### config.mk
export PLATFORM = sky130hd
export DESIGN_NAME = flash_protect_ctrl
export DESIGN_NICKNAME = d
export VERILOG_FILES = /design/src/core/flash_protect_pkg.sv /design/src/core/flash_protect_ctrl.sv /design/src/core/lock_bit_array.sv /design/src/core/flash_page_mem.sv
export SDC_FILE = /design/constraint.sdc
export NUM_CORES = 2
export LEC_CHECK = 0
export BUFFER_PORTS_ARGS = -buffer_cell sky130_fd_sc_hd__buf_2
export CAP_MARGIN = 5
export CORE_UTILIZATION = 60
export DETAILED_ROUTE_END_ITERATION = 7
export PLACE_DENSITY = 0.76
export SLEW_MARGIN = 20
export SYNTH_ARGS = -nofsm -noshare
export SYNTH_HDL_FRONTEND = slang
export SYNTH_HIERARCHICAL = 1
export SYNTH_SLANG_ARGS = --single-unit
### constraint.sdc
create_clock -name core_clk -period 7.2 [get_ports core_clk]
set_clock_uncertainty 0.1 [all_clocks]
set_input_delay 1.08 -clock core_clk [delete_from_list [all_inputs] [get_ports core_clk]]
set_output_delay 1.08 -clock core_clk [all_outputs]
set_load 0.02 [all_outputs]
### src/core/flash_protect_pkg.sv
// Constants, encodings and types for the flash write-protect and program admission block
// Functional notes
// - Complement set protects exactly what the same range bits leave unprotected.
// - Program or erase touching any protected byte is ignored, nothing changes; lock bits check only the start sector of a bottom or top block erase.
// - Lock bits count only while the scheme selector is one.
// - At power-up every lock bit is one, whole array locked.
// - Page program is opcode, three address bytes, then data bytes.
// - At most 256 data bytes per program, wrapping inside one page.
// - Programming only clears bits; a zero never returns to one.
// - Erase sets every byte of sector, block or array to FFh.
// - Busy bit high through status write, program or erase cycles; here only on the busy output, as status reads while busy are ignored.
// - Active while selected or busy, otherwise standby.
// - Deep sleep entered by its opcode, left only by wake opcode.
// - In deep sleep every other instruction is ignored.
// - Scheme selector zero uses range bits, one uses per-block locks.
// - Lock bit one blocks program or erase of that unit.
// - Write enable latch clears when program, erase or status write ends.
// - Write-type instructions count only if select rises on a byte boundary.
package flash_protect_pkg;
  // ----------------------------------------------------------------
  // Opcodes
  // ----------------------------------------------------------------
  localparam logic [7:0] OP_WRITE_ENABLE = 8'h06;
  localparam logic [7:0] OP_WRITE_DISABLE = 8'h04;
  localparam logic [7:0] OP_STATUS_WRITE = 8'h01;
  localparam logic [7:0] OP_STATUS_READ = 8'h05;
  localparam logic [7:0] OP_PAGE_PROGRAM = 8'h02;
  localparam logic [7:0] OP_SECTOR_ERASE = 8'h20;
  localparam logic [7:0] OP_BLOCK_ERASE32 = 8'h52;
  localparam logic [7:0] OP_BLOCK_ERASE64 = 8'hD8;
  localparam logic [7:0] OP_CHIP_ERASE_A = 8'hC7;
  localparam logic [7:0] OP_CHIP_ERASE_B = 8'h60;
  localparam logic [7:0] OP_BLOCK_LOCK = 8'h36;
  localparam logic [7:0] OP_BLOCK_UNLOCK = 8'h39;
  localparam logic [7:0] OP_DEEP_SLEEP = 8'hB9;
  localparam logic [7:0] OP_WAKE_ID = 8'hAB;
  // ----------------------------------------------------------------
  // Geometry and fields
  // ----------------------------------------------------------------
  localparam int ADDR_W = 24;
  localparam int LOCK_N = 286;
  localparam int LOCK_W = 9;
  localparam int PAGE_BYTES = 256;
  localparam logic [23:0] ADDR_TOP = 24'hFFFFFF;
  localparam logic [23:0] MASK_PAGE = 24'h0000FF;
  localparam logic [23:0] MASK_SECTOR = 24'h000FFF;
  localparam logic [23:0] MASK_BLK32 = 24'h007FFF;
  localparam logic [23:0] MASK_BLK64 = 24'h00FFFF;
  localparam logic [2:0] RANGE_NONE = 3'h0;
  localparam logic [2:0] RANGE_ALL = 3'h7;
  localparam logic [2:0] BIT_MSB = 3'h7;
  localparam logic [7:0] BYTE_ERASED = 8'hFF;
  // Status bit positions of the busy/latch byte
  localparam int ST_BUSY = 0;
  localparam int ST_WEL = 1;
  // ----------------------------------------------------------------
  // Internal cycle timing (ns) and derived cycle counts at 100 MHz
  // ----------------------------------------------------------------
  localparam int CLK_NS = 10;
  localparam int T_STATUS_NS = 200;
  localparam int T_PROG_NS = 400;
  localparam int T_ERASE_NS = 800;
  localparam logic [15:0] CYC_STATUS = 16'((T_STATUS_NS + CLK_NS - 1) / CLK_NS);
  localparam logic [15:0] CYC_PROG = 16'((T_PROG_NS + CLK_NS - 1) / CLK_NS);
  localparam logic [15:0] CYC_ERASE = 16'((T_ERASE_NS + CLK_NS - 1) / CLK_NS);
  // ----------------------------------------------------------------
  // Frame decoder states
  // ----------------------------------------------------------------
  typedef enum logic [2:0] {
    S_IDLE = 3'b000,
    S_OPCODE = 3'b001,
    S_ADDR = 3'b010,
    S_DATA = 3'b011,
    S_IGNORE = 3'b100
  } frame_t;
  typedef enum logic [1:0] {
    K_NONE = 2'b00,
    K_STATUS = 2'b01,
    K_PROG = 2'b10,
    K_ERASE = 2'b11
  } cycle_t;
endpackage

### src/core/flash_protect_ctrl.sv
// SPI front end, protection check, busy, power state and program admission
`timescale 1ns/100ps
module flash_protect_ctrl (
  input wire logic core_clk,
  input wire logic reset_n,
  input wire logic clkEn,
  input wire logic selectPin_n,
  input wire logic spiClk,
  input wire logic dataIn,
  input wire logic [2:0] rangeBits,
  input wire logic topBottomSel,
  input wire logic sectorGranularity,
  input wire logic complementProtect,
  input wire logic protectSchemeSel,
  input wire logic [7:0] intMask,
  input wire logic [7:0] intClear,
  output logic dataOut,
  output logic busy,
  output logic writeEnableLatch,
  output logic activeMode,
  output logic deepSleep,
  output logic arrayWriteEn,
  output logic [23:0] arrayAddr,
  output logic [7:0] arrayData,
  output logic eraseStart,
  output logic [23:0] eraseMask,
  output logic [7:0] intStatus,
  output logic irq
);
  // ----------------------------------------------------------------
  // State
  // ----------------------------------------------------------------
  typedef struct packed {
    logic [1:0] csSync;
    logic [1:0] ckSync;
    logic [1:0] diSync;
    logic ckLast;
    flash_protect_pkg::frame_t frame;
    logic [2:0] bitCnt;
    logic [7:0] shift;
    logic [7:0] opcode;
    logic [1:0] addrCnt;
    logic [23:0] addr;
    logic [8:0] dataCnt;
    logic write_enable_latch;
    logic sleep;
    flash_protect_pkg::cycle_t kind;
    logic [15:0] timer;
    logic [8:0] wrPtr;
    logic wrOn;
    logic [7:0] outByte;
    logic dOut;
    logic actv;
    logic awe;
    logic [23:0] aAddr;
    logic [23:0] eMask;
    logic eStart;
    logic [7:0] status;
    logic irqOut;
  } state_t;
  state_t cur, next_cur;
  logic lockBit, anyLocked, memWr, frameEnd, byteDone, ckRise, ckFall;
  logic [7:0] memRdData, byteVal;
  logic [23:0] unitMask, lo, hi, pLo, pHi;
  logic rangeHit, lockHit, allowed, isWrite;
  logic [flash_protect_pkg::LOCK_W-1:0] lockIdx;
  // ----------------------------------------------------------------
  // Helpers: lock array and page buffer
  // ----------------------------------------------------------------
  lock_bit_array u_locks (
    .core_clk(core_clk), .reset_n(reset_n), .clkEn(clkEn),
    .writeEn(frameEnd && byteDone && (cur.opcode == flash_protect_pkg::OP_BLOCK_LOCK ||
      cur.opcode == flash_protect_pkg::OP_BLOCK_UNLOCK) && cur.write_enable_latch && cur.addrCnt == 2'h3),
    .writeIdx(lockIdx),
    .writeVal(cur.opcode == flash_protect_pkg::OP_BLOCK_LOCK),
    .readIdx(lockIdx), .readBit(lockBit), .anyLocked(anyLocked)
  );
  assign memWr = ckRise && cur.frame == flash_protect_pkg::S_DATA && cur.bitCnt == 3'h7;
  flash_page_mem u_page (
    .core_clk(core_clk), .clkEn(clkEn), .writeEn(memWr),
    .writeAddr(8'(cur.addr + 24'(cur.dataCnt))),
    .writeData({cur.shift[6:0], cur.diSync[1]}),
    // Read one cycle ahead so the registered data lines up with the array strobe
    .readAddr(8'(cur.addr[7:0] + cur.wrPtr[7:0] - 8'h1)), .readData(memRdData)
  );
  // ----------------------------------------------------------------
  // Protection check: range window on the whole target unit, lock bit of the start address only, any lock bit for chip erase
  // ----------------------------------------------------------------
  // Lock index: sectors inside the bottom and top blocks, else the 64K block
  always_comb begin
    if (cur.addr[23:16] == 8'h00) begin
      lockIdx = flash_protect_pkg::LOCK_W'(cur.addr[15:12]);
    end else if (cur.addr[23:16] == 8'hFF) begin
      lockIdx = flash_protect_pkg::LOCK_W'(9'h10 + 9'(cur.addr[15:12]));
    end else begin
      lockIdx = flash_protect_pkg::LOCK_W'(9'h1F + 9'(cur.addr[23:16]));
    end
  end
  // Unit size by opcode, then the protected window from the range bits
  always_comb begin
    case (cur.opcode)
      flash_protect_pkg::OP_SECTOR_ERASE: unitMask = flash_protect_pkg::MASK_SECTOR;
      flash_protect_pkg::OP_BLOCK_ERASE32: unitMask = flash_protect_pkg::MASK_BLK32;
      flash_protect_pkg::OP_BLOCK_ERASE64: unitMask = flash_protect_pkg::MASK_BLK64;
      flash_protect_pkg::OP_CHIP_ERASE_A,
      flash_protect_pkg::OP_CHIP_ERASE_B: unitMask = flash_protect_pkg::ADDR_TOP;
      default: unitMask = flash_protect_pkg::MASK_PAGE;
    endcase
    lo = cur.addr & ~unitMask;
    hi = cur.addr | unitMask;
    // Normal window size: 256K << n, or 4K << n sectors (capped at 32K), with n = range bits minus one
    if (sectorGranularity) begin
      pHi = (24'h001000 << (rangeBits[2] ? 3'h3 : 3'(rangeBits[1:0] - 2'h1))) - 24'h1;
    end else begin
      pHi = (24'h040000 << 3'(rangeBits - 3'h1)) - 24'h1;
    end
    pLo = topBottomSel ? 24'h0 : flash_protect_pkg::ADDR_TOP - pHi;
    if (!topBottomSel) begin
      pHi = flash_protect_pkg::ADDR_TOP;
    end
    if (rangeBits == flash_protect_pkg::RANGE_NONE) begin
      rangeHit = complementProtect;
    end else if (rangeBits == flash_protect_pkg::RANGE_ALL) begin
      rangeHit = !complementProtect;
    end else if (!complementProtect) begin
      rangeHit = !(hi < pLo || lo > pHi);
    end else begin
      // Complement protects outside [pLo,pHi]: hit unless unit lies wholly inside
      rangeHit = !(lo >= pLo && hi <= pHi);
    end
    lockHit = (unitMask == flash_protect_pkg::ADDR_TOP) ? anyLocked : lockBit;
    allowed = protectSchemeSel ? !lockHit : !rangeHit;
  end
  // ----------------------------------------------------------------
  // Pin sampling and edges
  // ----------------------------------------------------------------
  assign ckRise = cur.ckSync[1] && !cur.ckLast;
  assign ckFall = !cur.ckSync[1] && cur.ckLast;
  assign frameEnd = cur.csSync[1] && cur.frame != flash_protect_pkg::S_IDLE;
  assign byteDone = cur.bitCnt == 3'h0;
  assign byteVal = {cur.shift[6:0], cur.diSync[1]};
  assign isWrite = cur.opcode == flash_protect_pkg::OP_PAGE_PROGRAM ||
    cur.opcode == flash_protect_pkg::OP_SECTOR_ERASE ||
    cur.opcode == flash_protect_pkg::OP_BLOCK_ERASE32 ||
    cur.opcode == flash_protect_pkg::OP_BLOCK_ERASE64;
  // ----------------------------------------------------------------
  // Next state
  // ----------------------------------------------------------------
  always_comb begin
    next_cur = cur;
    next_cur.csSync = {cur.csSync[0], selectPin_n};
    next_cur.ckSync = {cur.ckSync[0], spiClk};
    next_cur.diSync = {cur.diSync[0], dataIn};
    next_cur.ckLast = cur.ckSync[1];
    next_cur.awe = 1'b0;
    next_cur.eStart = 1'b0;
    // Frame decode: an opcode arriving while an internal cycle runs sends the frame to S_IGNORE
    case (cur.frame)
      flash_protect_pkg::S_IDLE: begin
        if (!cur.csSync[1]) begin
          next_cur.frame = flash_protect_pkg::S_OPCODE;
          next_cur.bitCnt = 3'h0;
          next_cur.addrCnt = 2'h0;
          next_cur.dataCnt = 9'h0;
        end
      end
      flash_protect_pkg::S_OPCODE, flash_protect_pkg::S_ADDR,
      flash_protect_pkg::S_DATA, flash_protect_pkg::S_IGNORE: begin
        if (ckRise) begin
          next_cur.shift = byteVal;
          next_cur.bitCnt = cur.bitCnt + 3'h1;
          if (cur.bitCnt == flash_protect_pkg::BIT_MSB) begin
            if (cur.frame == flash_protect_pkg::S_OPCODE) begin
              next_cur.opcode = byteVal;
              // Deep sleep swallows all but the wake opcode
              if ((cur.sleep && byteVal != flash_protect_pkg::OP_WAKE_ID) ||
                  cur.kind != flash_protect_pkg::K_NONE) begin
                next_cur.frame = flash_protect_pkg::S_IGNORE;
              end else if (byteVal == flash_protect_pkg::OP_PAGE_PROGRAM ||
                  byteVal == flash_protect_pkg::OP_SECTOR_ERASE ||
                  byteVal == flash_protect_pkg::OP_BLOCK_ERASE32 ||
                  byteVal == flash_protect_pkg::OP_BLOCK_ERASE64 ||
                  byteVal == flash_protect_pkg::OP_BLOCK_LOCK ||
                  byteVal == flash_protect_pkg::OP_BLOCK_UNLOCK) begin
                next_cur.frame = flash_protect_pkg::S_ADDR;
              end else begin
                next_cur.frame = flash_protect_pkg::S_DATA;
                next_cur.outByte = {6'h0, cur.write_enable_latch, cur.kind != flash_protect_pkg::K_NONE};
              end
            end else if (cur.frame == flash_protect_pkg::S_ADDR) begin
              next_cur.addr = {cur.addr[15:0], byteVal};
              next_cur.addrCnt = cur.addrCnt + 2'h1;
              if (cur.addrCnt == 2'h2) begin
                next_cur.frame = flash_protect_pkg::S_DATA;
              end
            end else if (cur.frame == flash_protect_pkg::S_DATA &&
                cur.dataCnt < 9'(flash_protect_pkg::PAGE_BYTES)) begin
              next_cur.dataCnt = cur.dataCnt + 9'h1;
            end
          end
        end
        if (ckFall) begin
          next_cur.dOut = cur.outByte[flash_protect_pkg::BIT_MSB];
          next_cur.outByte = {cur.outByte[6:0], cur.outByte[7]};
        end
        // Select rising: commit only on a byte boundary
        if (frameEnd) begin
          next_cur.frame = flash_protect_pkg::S_IDLE;
          next_cur.dOut = 1'b0;
          if (byteDone && cur.frame != flash_protect_pkg::S_IGNORE) begin
            case (cur.opcode)
              flash_protect_pkg::OP_WRITE_ENABLE: next_cur.write_enable_latch = 1'b1;
              flash_protect_pkg::OP_WRITE_DISABLE: next_cur.write_enable_latch = 1'b0;
              flash_protect_pkg::OP_DEEP_SLEEP: next_cur.sleep = 1'b1;
              flash_protect_pkg::OP_WAKE_ID: next_cur.sleep = 1'b0;
              flash_protect_pkg::OP_STATUS_WRITE: begin
                if (cur.write_enable_latch && cur.dataCnt != 9'h0) begin
                  next_cur.kind = flash_protect_pkg::K_STATUS;
                  next_cur.timer = flash_protect_pkg::CYC_STATUS;
                end
              end
              flash_protect_pkg::OP_CHIP_ERASE_A, flash_protect_pkg::OP_CHIP_ERASE_B: begin
                if (cur.write_enable_latch && allowed) begin
                  next_cur.kind = flash_protect_pkg::K_ERASE;
                  next_cur.timer = flash_protect_pkg::CYC_ERASE;
                  next_cur.eStart = 1'b1;
                  next_cur.eMask = flash_protect_pkg::ADDR_TOP;
                  next_cur.aAddr = 24'h0;
                end
              end
              default: begin
                // Only a complete program or erase with a latched enable runs
                if (isWrite && cur.write_enable_latch && allowed && cur.addrCnt == 2'h3) begin
                  if (cur.opcode == flash_protect_pkg::OP_PAGE_PROGRAM) begin
                    if (cur.dataCnt != 9'h0) begin
                      next_cur.kind = flash_protect_pkg::K_PROG;
                      next_cur.timer = flash_protect_pkg::CYC_PROG;
                      next_cur.wrPtr = 9'h0;
                      next_cur.wrOn = 1'b1;
                    end
                  end else begin
                    next_cur.kind = flash_protect_pkg::K_ERASE;
                    next_cur.timer = flash_protect_pkg::CYC_ERASE;
                    next_cur.eStart = 1'b1;
                    next_cur.eMask = unitMask;
                    next_cur.aAddr = lo;
                  end
                end
              end
            endcase
          end
        end
      end
      default: next_cur.frame = flash_protect_pkg::S_IDLE;
    endcase
    // Program streams buffered bytes; array side ANDs so only 1->0 happens
    if (cur.wrOn) begin
      next_cur.wrPtr = cur.wrPtr + 9'h1;
      if (cur.wrPtr != 9'h0) begin
        next_cur.awe = 1'b1;
        next_cur.aAddr = {cur.addr[23:8], 8'(cur.addr[7:0] + cur.wrPtr[7:0] - 8'h1)};
        next_cur.eMask = 24'h0;
      end
      if (cur.wrPtr == cur.dataCnt) begin
        next_cur.wrOn = 1'b0;
      end
    end
    // Internal cycle timer, busy and latch auto-clear
    if (cur.kind != flash_protect_pkg::K_NONE) begin
      next_cur.timer = cur.timer - 16'h1;
      if (cur.timer == 16'h1) begin
        next_cur.kind = flash_protect_pkg::K_NONE;
        next_cur.write_enable_latch = 1'b0;
        next_cur.status[cur.kind] = 1'b1;
      end
    end
    // Sticky events; set wins over a write-one clear
    next_cur.status = next_cur.status & ~intClear;
    if (cur.kind != flash_protect_pkg::K_NONE && cur.timer == 16'h1) begin
      next_cur.status[cur.kind] = 1'b1;
    end
    next_cur.irqOut = |(next_cur.status & intMask);
    // Active while selected or an internal cycle runs
    next_cur.actv = !cur.csSync[1] || next_cur.kind != flash_protect_pkg::K_NONE;
  end
  // ----------------------------------------------------------------
  // Register stage
  // ----------------------------------------------------------------
  always_ff @(posedge core_clk or negedge reset_n) begin
    if (!reset_n) begin
      cur <= '0;
      cur.csSync <= 2'h3;
    end else if (clkEn) begin
      cur <= next_cur;
    end
  end
  assign dataOut = cur.dOut;
  assign busy = cur.kind != flash_protect_pkg::K_NONE;
  assign writeEnableLatch = cur.write_enable_latch;
  assign activeMode = cur.actv;
  assign deepSleep = cur.sleep;
  assign arrayWriteEn = cur.awe;
  assign arrayAddr = cur.aAddr;
  assign arrayData = memRdData;
  assign eraseStart = cur.eStart;
  assign eraseMask = cur.eMask;
  assign intStatus = cur.status;
  assign irq = cur.irqOut;
  // ----------------------------------------------------------------
  // Checks
  // ----------------------------------------------------------------
  a_wel_clears: assert property (@(posedge core_clk) disable iff (!reset_n)
    clkEn && busy && cur.timer == 16'h1 |=> !writeEnableLatch)
    else $error("latch not cleared at cycle end");
  a_erase_needs_wel: assert property (@(posedge core_clk) disable iff (!reset_n)
    eraseStart |-> $past(cur.write_enable_latch))
    else $error("erase without enable latch");
  a_sleep_no_erase: assert property (@(posedge core_clk) disable iff (!reset_n)
    eraseStart |-> !$past(cur.sleep))
    else $error("erase started in deep sleep");
  a_busy_on_erase: assert property (@(posedge core_clk) disable iff (!reset_n)
    eraseStart |-> busy)
    else $error("erase without busy");
  a_active_busy: assert property (@(posedge core_clk) disable iff (!reset_n)
    busy |-> activeMode)
    else $error("standby while busy");
  a_erase_allowed: assert property (@(posedge core_clk) disable iff (!reset_n)
    eraseStart |-> $past(allowed))
    else $error("protected erase started");
  a_prog_unit: assert property (@(posedge core_clk) disable iff (!reset_n)
    arrayWriteEn |-> arrayAddr[23:8] == cur.addr[23:8])
    else $error("program left its page");
  a_irq_level: assert property (@(posedge core_clk) disable iff (!reset_n)
    clkEn |=> irq == |(intStatus & $past(intMask)) || !clkEn)
    else $error("irq mismatch");
  c_erase: cover property (@(posedge core_clk) eraseStart);
  c_prog: cover property (@(posedge core_clk) arrayWriteEn);
  c_sleep: cover property (@(posedge core_clk) $rose(deepSleep));
endmodule // flash_protect_ctrl

### src/core/lock_bit_array.sv
// Per-block and per-sector lock bits with registered lookup
`timescale 1ns/100ps
module lock_bit_array (
  input wire logic core_clk,
  input wire logic reset_n,
  input wire logic clkEn,
  input wire logic writeEn,
  input wire logic [flash_protect_pkg::LOCK_W-1:0] writeIdx,
  input wire logic writeVal,
  input wire logic [flash_protect_pkg::LOCK_W-1:0] readIdx,
  output logic readBit,
  output logic anyLocked
);
  logic [flash_protect_pkg::LOCK_N-1:0] locks;
  // One flop per lock bit; reset sets all of them so the array starts locked
  genvar g;
  generate
    for (g = 0; g < flash_protect_pkg::LOCK_N; g++) begin : g_lock
      always_ff @(posedge core_clk or negedge reset_n) begin
        if (!reset_n) begin
          locks[g] <= 1'b1;
        end else if (clkEn && writeEn && writeIdx == flash_protect_pkg::LOCK_W'(g)) begin
          locks[g] <= writeVal;
        end
      end
    end
  endgenerate
  // Registered read port
  always_ff @(posedge core_clk or negedge reset_n) begin
    if (!reset_n) begin
      readBit <= 1'b1;
      anyLocked <= 1'b1;
    end else if (clkEn) begin
      readBit <= (readIdx < flash_protect_pkg::LOCK_W'(flash_protect_pkg::LOCK_N))
        ? locks[readIdx] : 1'b1;
      anyLocked <= |locks;
    end
  end
endmodule // lock_bit_array

### src/core/flash_page_mem.sv
// Small page-buffer memory holding program data, registered read
`timescale 1ns/100ps
module flash_page_mem (
  input wire logic core_clk,
  input wire logic clkEn,
  input wire logic writeEn,
  input wire logic [7:0] writeAddr,
  input wire logic [7:0] writeData,
  input wire logic [7:0] readAddr,
  output logic [7:0] readData
);
  logic [7:0] mem [0:flash_protect_pkg::PAGE_BYTES-1];
  // Plain buffer write; the array side ANDs, so bits only ever clear
  always_ff @(posedge core_clk) begin
    if (clkEn) begin
      if (writeEn) begin
        mem[writeAddr] <= writeData;
      end
      readData <= mem[readAddr];
    end
  end
endmodule // flash_page_mem

## Word-level counts from Yosys, hierarchy flattened

Memory sizes are Yosys's and may differ from the RTL's. A register that Yosys moved wholly into a read port is not among the register bits.
Index checks and enable logic that the tools add are counted.

| storage, ports and cells | value |
|---|---|
| bits in registers | 451 |
| RAM bits | 2048 |
| input port bits | 29 |
| output and inout bits | 72 |
| logic and storage cells | 1137 |
| memories kept | 1 |

| operators by class | value |
|---|---|
| add/sub/neg operators | 15 |
| $lt $le $gt $ge | 9 |
| equality and inequality tests | 336 |
| shifts and indexed selects | 2 |
| mux-type cells | 79 |
| bitwise operators | 9 |
| reductions and logical operators | 372 |

Memory list:

| memory | words | width | read ports | clocked after Yosys merged registers in | write ports | RTL line | RTL |
|---|---|---|---|---|---|---|---|
| u_page.mem | 256 | 8 | 1 | 1 | 1 | flash_page_mem.sv:12 | `logic [7:0] mem [0:flash_protect_pkg::PAGE_BYTES-1];` |

Operators with widths:

| cell | number |
|---|---|
| 9-bit by 8-bit equality test with 1-bit output, second input constant | 128 |
| 9-bit by 7-bit equality test with 1-bit output, second input constant | 64 |
| 49-bit two-way mux | 8 |
| 1-bit logical AND | 307 |
| 9-bit by 6-bit equality test with 1-bit output, second input constant | 32 |
| 286-bit OR reduction | 1 |
| 9-bit equality test, second input constant | 30 |
| 9-bit by 5-bit equality test with 1-bit output, second input constant | 16 |
| 49-bit case mux with 2 select lines | 1 |
| 24-bit case mux with 4 select lines | 1 |
| 9-bit by 4-bit equality test with 1-bit output, second input constant | 8 |
| 18-bit two-way mux | 4 |
| 24-bit two-way mux | 3 |
| 8-bit two-way mux | 9 |
| 30-bit two-way mux | 2 |
| 57-bit two-way mux | 1 |
| 28-bit two-way mux | 2 |
| 9-bit two-way mux | 6 |
| 18-bit case mux with 3 select lines | 1 |
| 8-bit by 6-bit equality test with 1-bit output, second input constant | 6 |
| 8-bit equality test, second input constant | 6 |
| 24-bit by 1-bit subtractor with 24-bit output, second input constant | 2 |
| 43-bit two-way mux | 1 |
| 39-bit two-way mux | 1 |
| other kinds (82) | 182 |

## Depth between registers and ports, before layout

| depth | value |
|---|---|
| word-level depth | 26 |
| gate-level depth with buffers | 24 |
| depth with buffers taken out | 21 |

## By module

The synthesis kept the hierarchy.

Modules (own cells, without submodules):

| module | times used | cells an instance | area an instance (um^2) | sequential area each (um^2) |
|---|---|---|---|---|
| flash_page_mem | 1 | 3751 | 79993.0 | 61739.2 |
| lock_bit_array | 1 | 1315 | 15670.0 | 7567.3 |
| flash_protect_ctrl | 1 | 1245 | 11174.5 | 4056.4 |

## Least setup slack after synthesis

OpenSTA, ideal clock, no wires.

| path | value |
|---|---|
| path type | reg2reg |
| from | register cur, in the netlist byteVal[3] |
| to | register cur[61] in the netlist's numbering |
| setup time | 0.125 ns |
| arrival | 5.408 ns |
| required time | 6.975 ns |
| slack | 1.567 ns |
| cell stages (with the launch flop) | 10 |
| path buffers | 1 |
| clock period less this slack | 5.633 ns |
| cells stage by stage | dfrtp_1 nor2b_1 nand4_1 o21ai_0 nand2_1 nor2_1 a41oi_1 nor3_1 clkbuf_1 mux2_2 |

| between the ends | value |
|---|---|
| cells in the longest elaborated chain, start to end | 8 |
| elaborated cells between the ends (all ways) | 17 |
| classes of those cells | 9 x eq/ne; 8 x reduce/logical |

RTL lines:

| element | RTL line | RTL |
|---|---|---|
| start, declared | flash_protect_ctrl.sv:61 | `state_t cur, next_cur;` |
| start signal, assigned | flash_protect_ctrl.sv:294 | `cur <= next_cur;` |
| 8-bit by 2-bit equality test with 1-bit output or 8-bit by 6-bit equality test with 1-bit output (tied branches) | flash_protect_ctrl.sv:179, flash_protect_ctrl.sv:180 |  |
| 1-bit logical OR | flash_protect_ctrl.sv:179 | `end else if (byteVal == flash_protect_pkg::OP_PAGE_PROGRAM \|\|` |
| 1-bit logical OR | flash_protect_ctrl.sv:180 | `byteVal == flash_protect_pkg::OP_SECTOR_ERASE \|\|` |
| 1-bit logical OR | flash_protect_ctrl.sv:181 | `byteVal == flash_protect_pkg::OP_BLOCK_ERASE32 \|\|` |
| 1-bit logical OR | flash_protect_ctrl.sv:182 | `byteVal == flash_protect_pkg::OP_BLOCK_ERASE64 \|\|` |
| 1-bit logical OR | flash_protect_ctrl.sv:183 | `byteVal == flash_protect_pkg::OP_BLOCK_LOCK \|\|` |
| 2-bit inequality test (no source line) | n/a |  |
| 7-bit AND reduction (no source line) * | n/a |  |

Every way passes the cells marked *; elsewhere a longest branch is shown, timed or not.
A chain may end at the register's enable or synchronous reset.

## Worst setup path in the final report

| path | value |
|---|---|
| from | input port rangeBits[0] |
| to | register cur, in the netlist arrayAddr[4] |

| between the ends | value |
|---|---|
| cells in the longest elaborated chain, start to end | 24 |
| elaborated cells between the ends (all ways) | 37 |
| classes of those cells | 5 x add/sub; 4 x order compare; 1 x eq/ne; 2 x shift; 16 x mux; 9 x reduce/logical |

RTL lines:

| element | RTL line | RTL |
|---|---|---|
| start, declared | flash_protect_ctrl.sv:10 | `input wire logic [2:0] rangeBits,` |
| 2-bit by 1-bit subtractor with 3-bit output | flash_protect_ctrl.sv:113 | `pHi = (24'h001000 << (rangeBits[2] ? 3'h3 : 3'(rangeBits[1:0] - 2'h1))) - 24'h1;` |
| 3-bit two-way mux | flash_protect_ctrl.sv:113 |  |
| 13-bit by 3-bit left shift with 24-bit output | flash_protect_ctrl.sv:113 |  |
| 24-bit by 1-bit subtractor with 24-bit output | flash_protect_ctrl.sv:113 |  |
| 24-bit two-way mux | flash_protect_ctrl.sv:112 | `if (sectorGranularity) begin` |
| 24-bit subtractor | flash_protect_ctrl.sv:117 | `pLo = topBottomSel ? 24'h0 : flash_protect_pkg::ADDR_TOP - pHi;` |
| 24-bit two-way mux | flash_protect_ctrl.sv:117 |  |
| 24-bit less-than comparator or 24-bit >= comparator (tied branches) | flash_protect_ctrl.sv:126, flash_protect_ctrl.sv:129 |  |
| (+7 left out) | n/a |  |
| 1-bit logical AND (2 in a row) | flash_protect_ctrl.sv:233 | `if (isWrite && cur.write_enable_latch && allowed && cur.addrCnt == 2'h3) begin` |
| 49-bit two-way mux | flash_protect_ctrl.sv:233 |  |
| 49-bit case mux with 2 select lines * | flash_protect_ctrl.sv:211 | `case (cur.opcode)` |
| 49-bit two-way mux * | flash_protect_ctrl.sv:210 | `if (byteDone && cur.frame != flash_protect_pkg::S_IGNORE) begin` |
| 49-bit two-way mux * | flash_protect_ctrl.sv:207 | `if (frameEnd) begin` |
| 49-bit two-way mux * | flash_protect_ctrl.sv:158 | `case (cur.frame)` |
| 49-bit two-way mux | flash_protect_ctrl.sv:259 | `if (cur.wrPtr != 9'h0) begin` |
| 49-bit two-way mux * | flash_protect_ctrl.sv:257 | `if (cur.wrOn) begin` |

Marks and branches as above.

==> flow_results.xml <==
<?xml version="1.0" encoding="UTF-8"?>
<metrics>
  <group name="run_status">
    <metric name="run_status" unit="">finished, violations left</metric>
    <metric name="failed_checks" unit="">DRC</metric>
  </group>
  <group name="yosys">
    <metric name="postSynthCellCount" unit="">6311</metric>
    <metric name="muxShareOfSynthArea" unit="%">16.1</metric>
    <metric name="synth.cell_area" unit="um2">107000</metric>
    <metric name="count_leader_synth" unit="">sky130_fd_sc_hd__edfxtp_1</metric>
    <metric name="area_contributors_post_synth" unit="">sky130_fd_sc_hd__edfxtp_1, sky130_fd_sc_hd__mux4_2, sky130_fd_sc_hd__dfstp_2, sky130_fd_sc_hd__dfrtp_1, sky130_fd_sc_hd__mux2_2</metric>
    <metric name="number_of_synthesis_warnings" unit="">6</metric>
    <metric name="synth-seq-cells" unit="">2506</metric>
    <metric name="synthDominantAreaCellType" unit="">sky130_fd_sc_hd__edfxtp_1</metric>
    <metric name="netlist.area_leader.share" unit="%">57.8</metric>
    <metric name="synth_enable_flop_cells" unit="">2056</metric>
    <metric name="synth_top_family_by_area" unit="">multiplexers</metric>
    <metric name="yosys-top-cells-count" unit="">sky130_fd_sc_hd__edfxtp_1, sky130_fd_sc_hd__nor2_1, sky130_fd_sc_hd__mux4_2, sky130_fd_sc_hd__nand2_1, sky130_fd_sc_hd__mux2_2</metric>
    <metric name="postSynthNetCount" unit="">6430</metric>
    <metric name="post_synth_and_or_nand_nor_area_fraction" unit="%">6.26</metric>
    <metric name="ys_seq_area_share" unit="%">68.7</metric>
    <metric name="synth.distinct_cells" unit="">107</metric>
    <metric name="synth_ff_type" unit="">sky130_fd_sc_hd__edfxtp_1</metric>
    <metric name="average_instance_area_after_synthesis" unit="um2">16.9</metric>
    <metric name="async_set_or_reset_register_ratio_after_synthesis" unit="%">18.0</metric>
    <metric name="synthAdderAreaFrac" unit="%">1.08</metric>
    <metric name="post_synth_xor_area_fraction" unit="%">0.418</metric>
    <metric name="fraction_of_the_mapped_netlist_area_in_compound_gates" unit="%">4.68</metric>
  </group>
  <group name="setup_path">
    <metric name="reg2reg_slack" unit="ns">1.55</metric>
    <metric name="cpPeakStageDelay" unit="ns">0.69</metric>
    <metric name="path_delay_family" unit="">compound AO/OA/AOI/OAI gates</metric>
    <metric name="critical_path_arrival" unit="ns">6.37</metric>
    <metric name="kind_of_critical_path" unit="">input pin to flip-flop</metric>
    <metric name="worst-path-buf-inv" unit="">2</metric>
    <metric name="critical_path_peak_fanout" unit="">15</metric>
    <metric name="path_cells" unit="">buf_2, inv_1, ha_1, ha_1, nand3b_1, o21ai_0, nor3_1, o21ai_0, o211ai_1, o21ai_0, or2_2, ha_1, a211oi_1, nand2_1, a211oi_1, a2111o_1, a32oi_1, and2_1, a22o_1, nor4_4, o21ai_0</metric>
    <metric name="dominant_cell_type_by_count_on_the_critical_path" unit="">sky130_fd_sc_hd__o21ai_0</metric>
    <metric name="crit_path_start_kind" unit="">input pin</metric>
    <metric name="worst_case_reg_to_reg_path_depth" unit="">8</metric>
    <metric name="critical_path.reg2reg.endpoint" unit="">u_page/mem[183][7]$_DFFE_PP_</metric>
    <metric name="cp_max_stage_cell" unit="">sky130_fd_sc_hd__nor4_4</metric>
    <metric name="worst_ep_required_time" unit="ns">7.81</metric>
    <metric name="r2r-start" unit="">cur[99]$_DFFE_PN0P_</metric>
    <metric name="timing.critical_path.to_type" unit="">flip-flop</metric>
  </group>
  <group name="timing">
    <metric name="timing.final.crit_share" unit="%">79.9</metric>
    <metric name="achievable-frequency" unit="GHz">0.174</metric>
    <metric name="min_period" unit="ns">5.76</metric>
    <metric name="finalSetupViolations" unit="">0</metric>
    <metric name="maxSlewViolCount" unit="">0</metric>
    <metric name="tns" unit="ns">0</metric>
    <metric name="final_hold_viol_count" unit="">0</metric>
    <metric name="setup_repair_after_global_routing_missed_its_margin" unit="">no</metric>
    <metric name="timing.slew.headroom" unit="%">11.4</metric>
    <metric name="worst_slew_pin_slew" unit="ns">1.33</metric>
  </group>
  <group name="floorplan">
    <metric name="core_area" unit="um2">176000</metric>
    <metric name="starting_density_of_the_core" unit="%">60.5</metric>
    <metric name="chipHeight" unit="um">424</metric>
    <metric name="io-pin-count" unit="">101</metric>
    <metric name="die_w" unit="um">424</metric>
    <metric name="fp-row-count" unit="">154</metric>
    <metric name="die_area" unit="um2">180000</metric>
  </group>
  <group name="global_routing">
    <metric name="globalRouteTotalUtil" unit="%">29.9</metric>
    <metric name="grt_first_pass_wirelength" unit="um">397000</metric>
    <metric name="grt_overflow" unit="">0</metric>
    <metric name="first_global_vias" unit="">60100</metric>
    <metric name="grt_antenna_before_repair" unit="">5</metric>
    <metric name="grt_max_degree" unit="">287</metric>
  </group>
  <group name="clocking">
    <metric name="clkTransAtPathRegs" unit="ns">0.07</metric>
    <metric name="tritoncts.num_buffers" unit="">238</metric>
    <metric name="insertion_delay" unit="ns">0.87</metric>
    <metric name="clk_path_buf_depth" unit="">3</metric>
    <metric name="cts-hold-fix-buffers" unit="">0</metric>
    <metric name="cts-root-buf" unit="">sky130_fd_sc_hd__clkbuf_16</metric>
    <metric name="post_cts.repair.setup_buffers" unit="">0</metric>
    <metric name="tritoncts_num_sinks" unit="">2506</metric>
    <metric name="cts-resized-gates" unit="">0</metric>
    <metric name="cts_tree" unit="">built</metric>
    <metric name="ctsHtreeMaxLevel" unit="">4</metric>
  </group>
  <group name="route">
    <metric name="drt_drc_violations_left" unit="">18</metric>
    <metric name="total_number_of_vias" unit="">60800</metric>
    <metric name="avgViaCountPerCell" unit="">6.83</metric>
    <metric name="routed_wire_length_per_instance" unit="um">30.1</metric>
    <metric name="initial_detailed_routing_violation_count" unit="">8273</metric>
    <metric name="ant_nets" unit="">0</metric>
    <metric name="drt_first_pass_iters" unit="">8</metric>
    <metric name="routed_wl" unit="um">269000</metric>
  </group>
  <group name="final_layout">
    <metric name="layout-area-overhead-vs-synth" unit="%">9.95</metric>
    <metric name="layout.area.seq" unit="um2">73400</metric>
    <metric name="n_fill_cell" unit="">11200</metric>
    <metric name="multi_input_area" unit="um2">30700</metric>
    <metric name="insertedDiodeCount" unit="">0</metric>
    <metric name="finish.utilization" unit="%">66.6</metric>
    <metric name="nets" unit="">6471</metric>
    <metric name="final_layout_size_suffix_gt1_share" unit="%">27.3</metric>
  </group>
  <group name="pwr">
    <metric name="power_per_cell_area" unit="nW/um2">279</metric>
    <metric name="vdd.ir_drop.worst" unit="uV">420</metric>
    <metric name="static-leakage-power" unit="uW">0.0408</metric>
  </group>
  <group name="min_path">
    <metric name="hold_path_class" unit="">input pin to asynchronous set/reset pin</metric>
  </group>
  <group name="placed_design">
    <metric name="gp_routability_congestion" unit="">0.882</metric>
    <metric name="dpl.hpwl" unit="um">160000</metric>
    <metric name="portBuffers" unit="">100</metric>
  </group>
  <group name="flow_run">
    <metric name="max_cap_violations" unit="">0</metric>
  </group>
</metrics>
[cell type report]
cell class / instances / share of cell area, %
multi-input cells: 3293 / 26.2
inverters: 75 / 0.246
repair buffers: 238 / 1.55
clock inverters: 170 / 1.71
well taps: 2340 / 2.49
flip-flops and latches: 2506 / 62.5
clock buffers: 286 / 5.35
[cells in the final DEF, fill, tap and decap left out, types with 47 or more instances in the layout]
| cell type | instances |
|---|---|
| sky130_fd_sc_hd__edfxtp_1 | 2056 |
| sky130_fd_sc_hd__nor2_1 | 519 |
| sky130_fd_sc_hd__mux4_2 | 459 |
| sky130_fd_sc_hd__nand2_1 | 387 |
| sky130_fd_sc_hd__mux2_2 | 341 |
| sky130_fd_sc_hd__dfstp_2 | 290 |
| sky130_fd_sc_hd__clkbuf_16 | 241 |
| sky130_fd_sc_hd__dfrtp_1 | 152 |
| sky130_fd_sc_hd__mux2i_1 | 146 |
| sky130_fd_sc_hd__a22oi_1 | 131 |
| sky130_fd_sc_hd__a21oi_1 | 130 |
| sky130_fd_sc_hd__buf_4 | 117 |
| sky130_fd_sc_hd__nor4_1 | 100 |
| sky130_fd_sc_hd__buf_2 | 98 |
| sky130_fd_sc_hd__o21ai_0 | 94 |
| sky130_fd_sc_hd__ha_1 | 87 |
| sky130_fd_sc_hd__nand3_1 | 78 |
| sky130_fd_sc_hd__inv_1 | 71 |
| sky130_fd_sc_hd__mux4_1 | 60 |
| sky130_fd_sc_hd__nor2b_1 | 56 |
| sky130_fd_sc_hd__nand4_1 | 55 |
| sky130_fd_sc_hd__nor3_1 | 55 |
| sky130_fd_sc_hd__clkinv_2 | 54 |
| sky130_fd_sc_hd__o22ai_1 | 53 |
| sky130_fd_sc_hd__o221ai_1 | 49 |
| sky130_fd_sc_hd__clkinv_1 | 47 |
[cell families (layout without fill, tap and decap cells)]
group                      after synthesis  count (layout)
DFF                                   2506            2506
and+or+nand+nor                       1429            1429
muxes                                 1007            1007
AOI/OAI and AO/OA                      715             715
buffers and inverters                  512             769
adders and majority gates               91              91
xor gates and xnor gates                51              51
[routing by layer]
metal,global-route usage (%),vias up,routed length (um),share of wire [%]
met5,0.591,-,183,0.068
met4,10.9,8,10400,3.9
met2,45.9,3898,125000,47
li1,-,25100,-,-
met1,42.2,31200,102000,38
met3,7.07,648,30800,11
[how the worst max path moves through the flow]
| stage | from | endpoint | slack [ns] | cells after the start |
|---|---|---|---|---|
| after global placement | rangeBits[0] | arrayAddr[18]$_DFFE_PN0P_ | 0.87 | 21 |
| after detailed placement | rangeBits[0] | arrayAddr[18]$_DFFE_PN0P_ | 0.68 | 21 |
| after CTS | rangeBits[0] | eraseMask[10]$_DFFE_PN0P_ | 1.58 | 22 |
| after global routing | rangeBits[0] | arrayAddr[1]$_DFFE_PN0P_ | 0.95 | 21 |
| final | rangeBits[0] | arrayAddr[4]$_DFFE_PN0P_ | 1.44 | 21 |
| after floorplan | byteVal[3]$_DFFE_PN0P_ | cur[61]$_DFFE_PN0P_ | 1.57 | 9 |
[flip-flops by register name, indices dropped and copies added (netlist names)]
register and flops:
u_page/mem 2048, u_locks/locks 286, cur 91, arrayAddr 24, eraseMask 24, byteVal 8, intStatus 8, u_page/readData 8
activeMode 1, arrayWriteEn 1, dataOut 1, deepSleep 1, eraseStart 1, irq 1, u_locks/anyLocked 1, u_locks/readBit 1
writeEnableLatch 1
[through the flow]
stage / instance area, um2 / total power [uW] / worst slack, ns / hold WS, ns / cells
after floorplan: 107000 / 19100 / 1.57 / 0.349 / 6311
after global placement: 109000 / 19800 / 0.866 / 0.355 / 8452
after detailed placement: 109000 / 19900 / 0.682 / 0.365 / 8452
after CTS: 117000 / 32900 / 1.58 / 0.132 / 8908
after global routing: 117000 / 33600 / 0.949 / 0.227 / 8908
final: 117000 / 32700 / 1.44 / 0.193 / 8908
[power breakdown]
group	internal [uW]	switching, uW
combinational	319	1670
sequential	17200	465
clock	7550	5530
total	25100	7660
(Power assumes the default switching activity.)
